===== src/logic/css_cfg.svh =====
`ifndef CSS_CFG_SVH
`define CSS_CFG_SVH

// clock select field codes
`define CSS_SEL_DEFAULT 2'h0
`define CSS_SEL_SECONDARY 2'h1
`define CSS_SEL_PRIMARY 2'h2
`define CSS_SEL_INTERNAL 2'h3
`define CSS_SEL_RESET 2'h0

// fast rc postscaler codes
`define CSS_DIV_RESET 3'h6
`define CSS_DIV_LOW_FREQ 3'h0

// primary config codes at or below this value name the internal block
`define CSS_CFG_INTERNAL_MAX 3'h3
`define CSS_CFG_RESET 3'h0

// switch pause: falling edges of the old source, rising edges of the new
`define CSS_OLD_EDGES 2'h2
`define CSS_NEW_EDGES 2'h3
`define CSS_CNT_ZERO 2'h0
`define CSS_CNT_ONE 2'h1

`endif


===== src/logic/css_pkg.sv =====
package css_pkg;

	// clock sources, also the index into the sampled source vector
	typedef enum logic [1:0] {
		CSS_SRC_LOW_RC = 2'h0,
		CSS_SRC_FAST_RC = 2'h1,
		CSS_SRC_PRIMARY = 2'h2,
		CSS_SRC_SECONDARY = 2'h3
	} css_src_t;

	// switch sequencer, one-hot
	typedef enum logic [2:0] {
		CSS_ST_RUN = 3'h1,
		CSS_ST_OLD = 3'h2,
		CSS_ST_NEW = 3'h4
	} css_state_t;

endpackage


===== src/logic/css_clock_switch.sv =====
// How it works
// - two-bit select field picks system clock source
// - new source taken after short transition pause
// - startup flag when primary runs after timer
// - secondary flag while secondary clocks device
// - both status flags never set together
// - both flags clear means internal rc clocking, a pause, or primary before its timer
// - sleep request consults idle select bit
// - secondary refused while its oscillator disabled
// - reset clears select field to configured default
// - fast rc divider resets to 4 MHz code
// - power-up runs from low rc until configured
// - primary config applied only after loading
// - pause two old plus three new cycles
// - two select codes reach the default source
// - secondary oscillator keeps running in sleep
// - low rc clocks watchdog and monitor except during reset
// - internal block may serve as primary oscillator
// - codes: 11 internal, 10 primary, 01 secondary
// - idle select 1 idles, 0 sleeps fully
`timescale 1ns/100ps
`include "css_cfg.svh"

module css_clock_switch (
	input wire logic mclk,
	input wire logic reset_n,
	input wire logic src_low_rc,
	input wire logic src_fast_rc,
	input wire logic src_primary,
	input wire logic src_secondary,
	input wire logic config_loaded,
	input wire logic [2:0] primary_osc_config,
	input wire logic startup_timer_expired,
	input wire logic select_write,
	input wire logic [1:0] select_wdata,
	input wire logic divider_write,
	input wire logic [2:0] divider_wdata,
	input wire logic idle_on_sleep_select,
	input wire logic secondary_osc_enable,
	input wire logic sleep_exec,
	output logic sys_clk_out,
	output logic low_rc_feature_clk,
	output logic low_rc_enable,
	output logic secondary_osc_run,
	output logic [1:0] clock_select_field,
	output logic [2:0] fast_rc_divider_select,
	output logic [1:0] active_source,
	output logic switching,
	output logic startup_timer_done_flag,
	output logic secondary_clock_active_flag,
	output logic enter_sleep_pulse,
	output logic enter_idle_pulse,
	output logic select_ignored_pulse
);

	logic [3:0] src_raw;
	logic [3:0] sync1_reg;
	logic [3:0] sync2_reg;
	logic [3:0] sync3_reg;
	logic [3:0] rise;
	logic [3:0] fall;

	// source levels ordered by css_src_t
	assign src_raw = {src_secondary, src_primary, src_fast_rc, src_low_rc};

	// two-stage synchroniser per source plus a third stage for edges;
	// stage one feeds stage two only, so a metastable level never reaches logic
	genvar gi;
	generate
		for (gi = 0; gi < 4; gi++)
		begin : g_sync
			always_ff @(posedge mclk or negedge reset_n)
			begin
				if (!reset_n)
				begin
					sync1_reg[gi] <= 1'b0;
					sync2_reg[gi] <= 1'b0;
					sync3_reg[gi] <= 1'b0;
				end
				else
				begin
					sync1_reg[gi] <= src_raw[gi];
					sync2_reg[gi] <= sync1_reg[gi];
					sync3_reg[gi] <= sync2_reg[gi];
				end
			end
			assign rise[gi] = sync2_reg[gi] & ~sync3_reg[gi];
			assign fall[gi] = ~sync2_reg[gi] & sync3_reg[gi];
		end
	endgenerate

	// software-visible control state
	logic [1:0] sel_reg, sel_next;
	logic [2:0] div_reg, div_next;
	logic [2:0] cfg_reg, cfg_next;
	logic cfg_loaded_reg, cfg_loaded_next;
	logic sec_run_reg, sec_run_next;

	// select and divider writes; config captured once it has been loaded
	always_comb
	begin
		sel_next = sel_reg;
		div_next = div_reg;
		cfg_next = cfg_reg;
		cfg_loaded_next = cfg_loaded_reg;
		sec_run_next = secondary_osc_enable;
		if (select_write)
			sel_next = select_wdata;
		if (divider_write)
			div_next = divider_wdata;
		if (config_loaded && !cfg_loaded_reg)
		begin
			cfg_next = primary_osc_config;
			cfg_loaded_next = 1'b1;
		end
	end

	always_ff @(posedge mclk or negedge reset_n)
	begin
		if (!reset_n)
		begin
			sel_reg <= `CSS_SEL_RESET;
			div_reg <= `CSS_DIV_RESET;
			cfg_reg <= `CSS_CFG_RESET;
			cfg_loaded_reg <= 1'b0;
			sec_run_reg <= 1'b0;
		end
		else
		begin
			sel_reg <= sel_next;
			div_reg <= div_next;
			cfg_reg <= cfg_next;
			cfg_loaded_reg <= cfg_loaded_next;
			sec_run_reg <= sec_run_next;
		end
	end

	// target source from select, config and divider
	css_pkg::css_src_t internal_src;
	css_pkg::css_src_t primary_src;
	css_pkg::css_src_t target_src;
	logic cfg_is_internal;

	// the internal block uses its low rc output only at the lowest divider code;
	// a code-00 select and a code-10 select reach the same primary source
	always_comb
	begin
		cfg_is_internal = (cfg_reg <= `CSS_CFG_INTERNAL_MAX);
		internal_src = (div_reg == `CSS_DIV_LOW_FREQ) ? css_pkg::CSS_SRC_LOW_RC
			: css_pkg::CSS_SRC_FAST_RC;
		primary_src = cfg_is_internal ? internal_src : css_pkg::CSS_SRC_PRIMARY;
		unique case (sel_reg)
			`CSS_SEL_SECONDARY: target_src = css_pkg::CSS_SRC_SECONDARY;
			`CSS_SEL_INTERNAL: target_src = internal_src;
			`CSS_SEL_PRIMARY: target_src = primary_src;
			`CSS_SEL_DEFAULT: target_src = primary_src;
		endcase
		if (!cfg_loaded_reg)
			target_src = css_pkg::CSS_SRC_LOW_RC;
	end

	// switch sequencer
	css_pkg::css_state_t state_reg, state_next;
	css_pkg::css_src_t active_reg, active_next;
	css_pkg::css_src_t pend_reg, pend_next;
	logic [1:0] cnt_reg, cnt_next;
	logic out_reg, out_next, switch_reg, switch_next;
	logic gated_reg, gated_next;
	logic start_ok;

	// a disabled secondary is never taken, and an external primary is not
	// taken before its start-up timer expires, so the pause sees a stable source
	always_comb
	begin
		start_ok = (target_src != active_reg);
		if (target_src == css_pkg::CSS_SRC_SECONDARY && !secondary_osc_enable)
			start_ok = 1'b0;
		if (target_src == css_pkg::CSS_SRC_PRIMARY && !startup_timer_expired)
			start_ok = 1'b0;
	end

	// old phase: output follows the old source until it first falls, then
	// stays low; new phase: output released on the rising edge that ends
	// the count, so neither end of the pause cuts a pulse short
	always_comb
	begin
		state_next = state_reg;
		active_next = active_reg;
		pend_next = pend_reg;
		cnt_next = cnt_reg;
		gated_next = gated_reg;
		out_next = 1'b0;
		unique case (state_reg)
			css_pkg::CSS_ST_RUN:
			begin
				out_next = sync2_reg[active_reg];
				if (start_ok)
				begin
					state_next = css_pkg::CSS_ST_OLD;
					pend_next = target_src;
					cnt_next = `CSS_CNT_ZERO;
					gated_next = 1'b0;
				end
			end
			css_pkg::CSS_ST_OLD:
			begin
				out_next = sync2_reg[active_reg] & ~gated_reg & ~fall[active_reg];
				if (fall[active_reg])
				begin
					gated_next = 1'b1;
					cnt_next = cnt_reg + `CSS_CNT_ONE;
					if (cnt_reg + `CSS_CNT_ONE == `CSS_OLD_EDGES)
					begin
						state_next = css_pkg::CSS_ST_NEW;
						active_next = pend_reg;
						cnt_next = `CSS_CNT_ZERO;
					end
				end
			end
			css_pkg::CSS_ST_NEW:
			begin
				if (rise[active_reg])
				begin
					cnt_next = cnt_reg + `CSS_CNT_ONE;
					if (cnt_reg + `CSS_CNT_ONE == `CSS_NEW_EDGES)
					begin
						state_next = css_pkg::CSS_ST_RUN;
						out_next = 1'b1;
					end
				end
			end
		endcase
		switch_next = (state_next != css_pkg::CSS_ST_RUN); // registered so the port is glitch-free
	end

	always_ff @(posedge mclk or negedge reset_n)
	begin
		if (!reset_n)
		begin
			state_reg <= css_pkg::CSS_ST_RUN;
			active_reg <= css_pkg::CSS_SRC_LOW_RC;
			pend_reg <= css_pkg::CSS_SRC_LOW_RC;
			cnt_reg <= `CSS_CNT_ZERO;
			gated_reg <= 1'b0;
			out_reg <= 1'b0;
			switch_reg <= 1'b0;
		end
		else
		begin
			state_reg <= state_next;
			active_reg <= active_next;
			pend_reg <= pend_next;
			cnt_reg <= cnt_next;
			gated_reg <= gated_next;
			out_reg <= out_next;
			switch_reg <= switch_next;
		end
	end

	// status flags and sleep decode
	logic stdone_reg, stdone_next;
	logic sec_reg, sec_next;
	logic sleep_reg, sleep_next;
	logic idle_reg, idle_next;
	logic ign_reg, ign_next;
	logic feat_reg, feat_next, lrc_en_reg, lrc_en_next;

	// flags derive from one active source, so at most one is ever set;
	// with both clear the device is in a pause, runs from an internal rc source, or runs from primary before its timer
	always_comb
	begin
		stdone_next = (state_reg == css_pkg::CSS_ST_RUN) && startup_timer_expired
			&& (active_reg == css_pkg::CSS_SRC_PRIMARY);
		sec_next = (state_reg == css_pkg::CSS_ST_RUN)
			&& (active_reg == css_pkg::CSS_SRC_SECONDARY);
		sleep_next = sleep_exec && !idle_on_sleep_select;
		idle_next = sleep_exec && idle_on_sleep_select;
		ign_next = sleep_exec && !secondary_osc_enable
			&& (sel_reg == `CSS_SEL_SECONDARY);
		feat_next = sync2_reg[css_pkg::CSS_SRC_LOW_RC];
		lrc_en_next = 1'b1; // low rc enabled from the first edge out of reset
	end

	always_ff @(posedge mclk or negedge reset_n)
	begin
		if (!reset_n)
		begin
			stdone_reg <= 1'b0;
			sec_reg <= 1'b0;
			sleep_reg <= 1'b0;
			idle_reg <= 1'b0;
			ign_reg <= 1'b0;
			feat_reg <= 1'b0;
			lrc_en_reg <= 1'b0;
		end
		else
		begin
			stdone_reg <= stdone_next;
			sec_reg <= sec_next;
			sleep_reg <= sleep_next;
			idle_reg <= idle_next;
			ign_reg <= ign_next;
			feat_reg <= feat_next;
			lrc_en_reg <= lrc_en_next;
		end
	end

	// outputs, each straight from a flip-flop; low rc is switched off only during reset
	assign sys_clk_out = out_reg;
	assign low_rc_feature_clk = feat_reg;
	assign low_rc_enable = lrc_en_reg;
	assign secondary_osc_run = sec_run_reg;
	assign clock_select_field = sel_reg;
	assign fast_rc_divider_select = div_reg;
	assign active_source = active_reg;
	assign switching = switch_reg;
	assign startup_timer_done_flag = stdone_reg;
	assign secondary_clock_active_flag = sec_reg;
	assign enter_sleep_pulse = sleep_reg;
	assign enter_idle_pulse = idle_reg;
	assign select_ignored_pulse = ign_reg;
endmodule


===== config.mk =====
export PLATFORM = sky130hd
export DESIGN_NAME = css_clock_switch
export DESIGN_NICKNAME = d
export VERILOG_FILES = /design/src/logic/css_pkg.sv /design/src/logic/css_clock_switch.sv
export VERILOG_INCLUDE_DIRS = /design/src /design/src/logic
export SDC_FILE = /design/constraint.sdc
export NUM_CORES = 1
export LEC_CHECK = 0
export ABC_AREA = 1
export BUFFER_PORTS_ARGS = -buffer_cell sky130_fd_sc_hd__buf_4
export CAP_MARGIN = 20
export CORE_MARGIN = 2
export CORE_UTILIZATION = 40
export CTS_CLUSTER_DIAMETER = 40
export DETAILED_ROUTE_END_ITERATION = 12
export GPL_TIMING_DRIVEN = 0
export PLACE_DENSITY = 0.72
export SYNTH_ARGS = -nofsm -noshare
export SYNTH_HDL_FRONTEND = slang
export SYNTH_SLANG_ARGS = --single-unit

===== constraint.sdc =====
create_clock -name mclk -period 1.27 [get_ports mclk]
set_input_delay 0.0635 -clock mclk [delete_from_list [all_inputs] [get_ports mclk]]
set_output_delay 0.0635 -clock mclk [all_outputs]
set_load 0.02 [all_outputs]

==> results of run 1 <==
[placed cells by master, fill, tap and decap left out, types with 5 or more instances in the layout]
| master | netlist | final |
|---|---|---|
| inv_2 | 5 | 6 |
| dfrtp_1 | 35 | 31 |
| nand3_1 | 11 | 9 |
| nand2_2 | 6 | 16 |
| dlygate4sd3_1 | 0 | 14 |
| nand3_2 | 4 | 5 |
| nor2_1 | 12 | 9 |
| inv_1 | 24 | 21 |
| o21ai_1 | 4 | 6 |
| nand2_1 | 38 | 26 |
| clkbuf_8 | 0 | 6 |
| buf_4 | 1 | 47 |
[power breakdown]
group | switching, mW | total (mW) | internal [mW] | leakage (nW)
clock | 0.403 | 0.841 | 0.438 | 0.0482
combinational | 0.826 | 1.44 | 0.614 | 0.707
sequential | 0.185 | 1.55 | 1.37 | 0.439
[cell type report]
class	count	area [sq um]
sequential	38	960
clock buffer	7	86.3
clock inverter	1	5.00
timing repair buffer	61	493
inverter	30	120
tap	50	62.6
fill	346	1620
multi-input combinational	106	683
[worst max-delay path, cell delays in order, from the launching register on]
cell and delay (ns):
dfrtp_2 0.49, buf_4 0.16, nor2_4 0.04, a21oi_2 0.15
nand2_2 0.11, nand2_4 0.10, nand2_2 0.06, a21oi_2 0.13
nand3_2 0.08
[metrics by stage]
step	utilization (%)	total power [mW]
finish	59.8	3.83
global route	59.8	4.11
CTS	58.0	3.73
detailed placement	50.2	2.69
global placement	50.2	2.67
floorplan	-	2.36
[cell families after synthesis]
logic type                 count (synthesis)  synth area share, %
other                                      1                0.223
adders and majority gates                  3                 2.24
AOI/OAI and AO/OA                         20                 8.20
muxes                                      2                 1.34
DFF                                       38                 56.9
and+or+nand+nor                           80                 23.9
buffers and inverters                     31                 7.16
[worst paths after layout]
| check | startpoint | end | slack, ns | cells past startpoint |
|---|---|---|---|---|
| max | active_source[0]$_DFFE_PN0P_ | switching$_DFF_PN0_ | -0.16 | 8 |
| min | select_wdata[1] | clock_select_field[1]$_DFFE_PN0P_ | -0.02 | 3 |
| max reg2reg | active_source[0]$_DFFE_PN0P_ | switching$_DFF_PN0_ | -0.16 | 8 |
| min reg2reg | sync1_reg[1]$_DFF_PN0_ | sync2_reg[1]$_DFF_PN0_ | 0.34 | 0 |
| max in group asynchronous | reset_n | state_reg[0]$_DFF_PN1_ | 0.64 | 2 |
| min in group asynchronous | reset_n | cnt_reg[0]$_DFFE_PN0P_ | 0.27 | 2 |
[metal layers]
| metal | track usage (%) | part of all wire, % | vias up |
|---|---|---|---|
| li1 | - | - | 684 |
| met1 | 20.2 | 45 | 621 |
| met2 | 27.8 | 50 | 26 |
| met3 | 4.38 | 3.0 | 8 |
| met4 | 6.86 | 2.2 | 0 |
| met5 | 0 | 0 | - |
[what timing repair did]
action                                  in CTS  in global routing
resized for setup                           12                 17
cloned                                       0                  0
pin swaps                                    9                  7
hold buffers                                15                  0
endpoints found under the setup margin      12                 13
endpoints found under the hold margin       48                  0
buffers inserted                             6                  6
==> impl_metrics.yaml, run 1 <==
routing:
  wl_per_cell_microns: 11.6
  wl_mm: 3.39
  first_iter_violations: 67
  dr.pass1.iters: 5
  ant_nets: 0
  via_count: 1339
  drc_errors: 0
  via_per_inst: 4.57
place:
  dp_cells: 260
  dp_hpwl_mm: 2.18
  numPortBuffers: 35
  place.gp.congestion: 0.854
  place_area_sq_um: 2020
  dp_slack_ns: -0.144
timing:
  final_hold_viol_count: 1
  whs_ns: -0.0151
  fin_skew_ns: 0.00835
  setup_violations: 10
  max_freq_mhz: 698
  post-route-min-period_ns: 1.43
  setup_slack_ns: -0.163
  finalCritPeriodShare_pct: 113
  setup_tns_ns: -0.887
  grt_setup_unrepaired: "yes"
  finalMaxSlewViolations: 0
layout:
  area_growth_pct: 43.6
  layout.cells.non_filler: 293
  diodes: 0
  largest_reg_flops: 4
  final_area_sq_um: 2410
  drive_above_1_share_pct: 45.7
  nets: 266
floorplan:
  dieWidth_microns: 68.8
  num_rows: 23
  initial_core_util_pct: 41.6
  die_h_microns: 68.8
  dieArea_sq_um: 4730
  ios: 38
  core_area_sq_um: 4030
clock_network:
  cts_buffers: 5
  clock-root-buffer: "clkbuf_8"
  cts.sinks: 38
  h-tree-depth: 2
  insertion_delay_ns: 0.29
  clockBufferDepth: 2
  clk_pin_slew_ns: 0.07
  cts_tree: "built"
synth:
  synthArstFlopShare_pct: 100
  ys_ff_latch: 38
  synth-edff-count: 0
  synthTopCellsByArea: "dfrtp_1, nand2_1, inv_1, dfstp_2, nand3_1"
  ys_warn_count: 0
  syn_area_per_cell_sq_um: 9.59
  synth_cell_type_count: 27
  synth_area_sq_um: 1680
  synth_nets: 199
  synth_flop_cell: "dfrtp_1"
  synthCells: 175
  synth_top_area_share_pct: 52.2
  synth_seq_area_share_pct: 56.9
  yosysMostFrequentCell: "nand2_1"
  yosys.area.top_type: "dfrtp_1"
  synthTopCellsByCount: "nand2_1, dfrtp_1, inv_1"
worst_setup_path:
  critPathMaxFanout: 8
  cp.arrival_ns: 1.61
  setup.worst_path.end_class: "register"
  worstSetupStartpointType: "register"
  worstPathRequired_ns: 1.45
  worst-setup-path-type: "reg -> reg"
run_status:
  violations: "hold timing, setup timing"
  outcome: "finished with violations"
power_and_ir_drop:
  p_leak_nw: 1.19
  ir_worst_vdd_mv: 0.806
  p_per_area_nw_per_um2: 1590
global_routing:
  grt-ovfl-total: 0
  grt_max_degree: 39
  grt_pass1_wl_mm: 5.75
  grt_antenna_before_repair: 0
  first_global_vias: 1349
  grtUsageTotal_pct: 16.6
hold_path:
  hold_class: "in -> reg"
job:
  drv_cap: 0
Power figures use the tool's default switching activity.
==> inputs of run 2 (changes only) <==
--- a/config.mk
+++ b/config.mk
@@ -6,7 +6,7 @@
 export SDC_FILE = /design/constraint.sdc
 export NUM_CORES = 1
 export LEC_CHECK = 0
-export ABC_AREA = 1
+export ABC_CLOCK_PERIOD_IN_PS = 1270
 export BUFFER_PORTS_ARGS = -buffer_cell sky130_fd_sc_hd__buf_4
 export CAP_MARGIN = 20
 export CORE_MARGIN = 2
@@ -14,7 +14,8 @@
 export CTS_CLUSTER_DIAMETER = 40
 export DETAILED_ROUTE_END_ITERATION = 12
 export GPL_TIMING_DRIVEN = 0
-export PLACE_DENSITY = 0.72
+export PLACE_DENSITY = 0.73
+export SKIP_LAST_GASP = 1
 export SYNTH_ARGS = -nofsm -noshare
 export SYNTH_HDL_FRONTEND = slang
 export SYNTH_SLANG_ARGS = --single-unit
==> run 2 against run 1 <==
  * The run ends with setup timing left
  * Clock skew down 0.0049 ns
  * Non-clock buffer count down 2
  * Highest routed layer unchanged
  * Sequential share of layout area down 1.4 points
  * First-iteration DRC count down 42%
  * Clock-buffer cell count down 2
  * Wire length up 9.2%
  * Sequential power down 3%
==> impl_metrics.yaml, run 2 <==
run_status:
  outcome: "finished with violations"
  violations: "setup timing"
routing:
  wl_per_cell_microns: 14.7
  via_per_inst: 5.16
  drc_errors: 0
  ant_nets: 0
  wl_mm: 3.70
  dr.pass1.iters: 4
  first_iter_violations: 39
  via_count: 1294
layout:
  drive_above_1_share_pct: 49.8
  nets: 224
  final_area_sq_um: 2500
  final_cell_mix: "buf_4, dfrtp_1, dlygate4sd3_1"
  regArea_sq_um: 961
  diodes: 0
  area_growth_pct: 52.5
  largest_reg_flops: 4
  fin_util_pct: 63.0
  multi_input_area_sq_um: 815
  final_common_cell: "buf_4"
  fill_cells: 304
synth:
  synth_seq_area_share_pct: 58.2
  synthArstFlopShare_pct: 100
  synth_area_sq_um: 1640
  syn_area_per_cell_sq_um: 12.1
  synthCells: 136
  synth-edff-count: 0
  synth_fa_ha_area_share_pct: 2.29
  synth_nets: 160
  yosysMostFrequentCell: "dfrtp_1"
  synth_flop_cell: "dfrtp_1"
  synthTopCellsByCount: "dfrtp_1, inv_1, mux2_2, nand2_1, o21ai_0"
  synth_top_area_share_pct: 53.4
  synth-xor-area-share_pct: 0.534
  ys_warn_count: 0
  synth-compound-area-share_pct: 10.6
  synth_top_family_by_area: "simple AND/OR/NAND/NOR gates"
  yosys.area.top_type: "dfrtp_1"
  synthSimpleGateAreaFrac_pct: 17.8
  synth_cell_type_count: 40
  ys_ff_latch: 38
  synthTopCellsByArea: "dfrtp_1, dfstp_2, mux2_2, nor3b_1, ha_1"
  synth_mux_area_share_pct: 7.39
floorplan:
  core_area_sq_um: 3970
  ios: 38
  dieWidth_microns: 68.1
  die_h_microns: 68.1
  num_rows: 23
  initial_core_util_pct: 41.3
  dieArea_sq_um: 4630
timing:
  post-route-min-period_ns: 1.83
  finalCritPeriodShare_pct: 144
  grt_setup_unrepaired: "yes"
  setup_violations: 12
  setup_tns_ns: -5.67
  setup_slack_ns: -0.561
  finalMaxSlewViolations: 0
  final_hold_viol_count: 0
  max_freq_mhz: 546
  fin_skew_ns: 0.00342
power_and_ir_drop:
  p_sw_share_pct: 31.8
  p_leak_nw: 1.15
  intPower_mw: 2.90
  p_seq_share_pct: 35.5
  clkPwrFrac_pct: 28.8
  p_comb_share_pct: 35.8
  p_sw_mw: 1.35
  ir_worst_vdd_mv: 1.01
  p_per_area_nw_per_um2: 1700
worst_setup_path:
  worst-setup-path-type: "reg -> reg"
  critPathMaxFanout: 7
  r2r-start: "active_source[0]$_DFFE_PN0P_"
  setup.worst_path.end_class: "register"
  reg2reg_to: "active_source[0]$_DFFE_PN0P_"
  worstPathRequired_ns: 1.45
  worstSetupStartpointType: "register"
  reg2reg_depth: 5
  rrSetupSlack_ns: -0.56
  cp.arrival_ns: 2.01
clock_network:
  clockBufferDepth: 2
  clock-root-buffer: "clkbuf_8"
  h-tree-depth: 2
  cts_tree: "built"
  cts.sinks: 38
  clk_pin_slew_ns: 0.07
  cts_buffers: 5
  insertion_delay_ns: 0.29
place:
  place_area_sq_um: 2000
  dp_hpwl_mm: 2.44
  place.gp.congestion: 0.848
  numPortBuffers: 35
global_routing:
  first_global_vias: 1372
  grt_max_degree: 39
  grt-ovfl-total: 0
  grtUsageTotal_pct: 17.8
  grt_antenna_before_repair: 0
  grt_pass1_wl_mm: 5.99
hold_path:
  hold_class: "in -> reg"
  whs_endpoint: "fast_rc_divider_select[1]$_DFFE_PN1P_"
  min_path_cells: 2
  hold_start: "divider_wdata[1]"
job:
  drv_cap: 0
-- run 2: cell count changes after synthesis, sizes merged, moves of 4 or more --
cell	previous run	this run
nor2	13	6
nor3b	0	6
nor2b	0	4
mux2	2	7
nand2	46	7
nand3	15	3
inv	29	10
-- run 2: final cells by class --
cell class / instances / share of cell area (%)
multi-input combinational: 86 / 32.5
tap: 50 / 2.50
timing repair buffer: 57 / 18.5
clock buffer: 5 / 2.75
sequential: 38 / 38.4
clock inverter: 3 / 2.75
buffer: 2 / 1.05
inverter: 10 / 1.50
-- run 2: per-stage QoR --
| step | setup WS, ns | cells | total power, mW | hold slack, ns |
|---|---|---|---|---|
| after floorplan | -0.503 | 136 | 2.22 | -0.232 |
| after global placement | -0.695 | 221 | 2.48 | 0.0462 |
| after detailed placement | -0.770 | 221 | 2.54 | 0.0521 |
| after CTS | -0.554 | 249 | 4.04 | 0.00322 |
| after global routing | -0.623 | 251 | 4.47 | 0.00907 |
| final | -0.561 | 251 | 4.25 | 0.0125 |
-- run 2: critical path: stages, from the launching register on --
cell      delay, ns
dfrtp_2        0.46
nor4bb_4       0.17
or4_4          0.55
and2_4         0.17
nand2_4        0.06
mux2_4         0.30
-- run 2: what timing repair did --
item | in CTS | in global routing
hold buffers | 13 | 0
pin swaps | 5 | 10
setup buffers | 7 | 2
gates resized for setup | 11 | 26
hold endpoints to repair | 47 | 0
setup endpoints to repair | 14 | 14
-- run 2: worst max-delay path by stage --
stage	start	end	slack, ns	cells past startpoint
floorplan	active_source[0]$_DFFE_PN0P_	active_source[0]$_DFFE_PN0P_	-0.50	5
global placement	state_reg[0]$_DFF_PN1_	cnt_reg[0]$_DFFE_PN0P_	-0.70	5
detailed placement	state_reg[0]$_DFF_PN1_	cnt_reg[0]$_DFFE_PN0P_	-0.77	5
CTS	active_source[0]$_DFFE_PN0P_	active_source[0]$_DFFE_PN0P_	-0.55	5
global route	active_source[1]$_DFFE_PN0P_	pend_reg[1]$_DFFE_PN0P_	-0.62	7
finish	active_source[0]$_DFFE_PN0P_	active_source[0]$_DFFE_PN0P_	-0.56	5
-- run 2: logic make-up after synthesis --
logic type / Yosys count
AO/OA/AOI/OAI: 25
XOR/XNOR: 1
adder cells (fa/ha/maj): 3
buffers and inverters: 12
flip-flops: 38
multiplexers: 10
other: 1
AND/OR/NAND/NOR: 46
-- run 2: power groups by stage --
stage | Combinational, mW | Sequential [mW] | Clock, mW
global placement | 0.999 | 1.48 | 0
detailed placement | 1.04 | 1.50 | 0
global route | 1.65 | 1.52 | 1.30
CTS | 1.31 | 1.48 | 1.25
finish | 1.52 | 1.51 | 1.22
floorplan | 0.693 | 1.53 | 0
-- run 2: metal layers --
metal | part of all wire, % | vias up | track usage (%)
li1 | - | 610 | -
met1 | 39 | 645 | 19.1
met2 | 55 | 30 | 32.4
met3 | 3.2 | 9 | 4.93
met4 | 2.2 | 0 | 8.00
met5 | 0 | - | 0
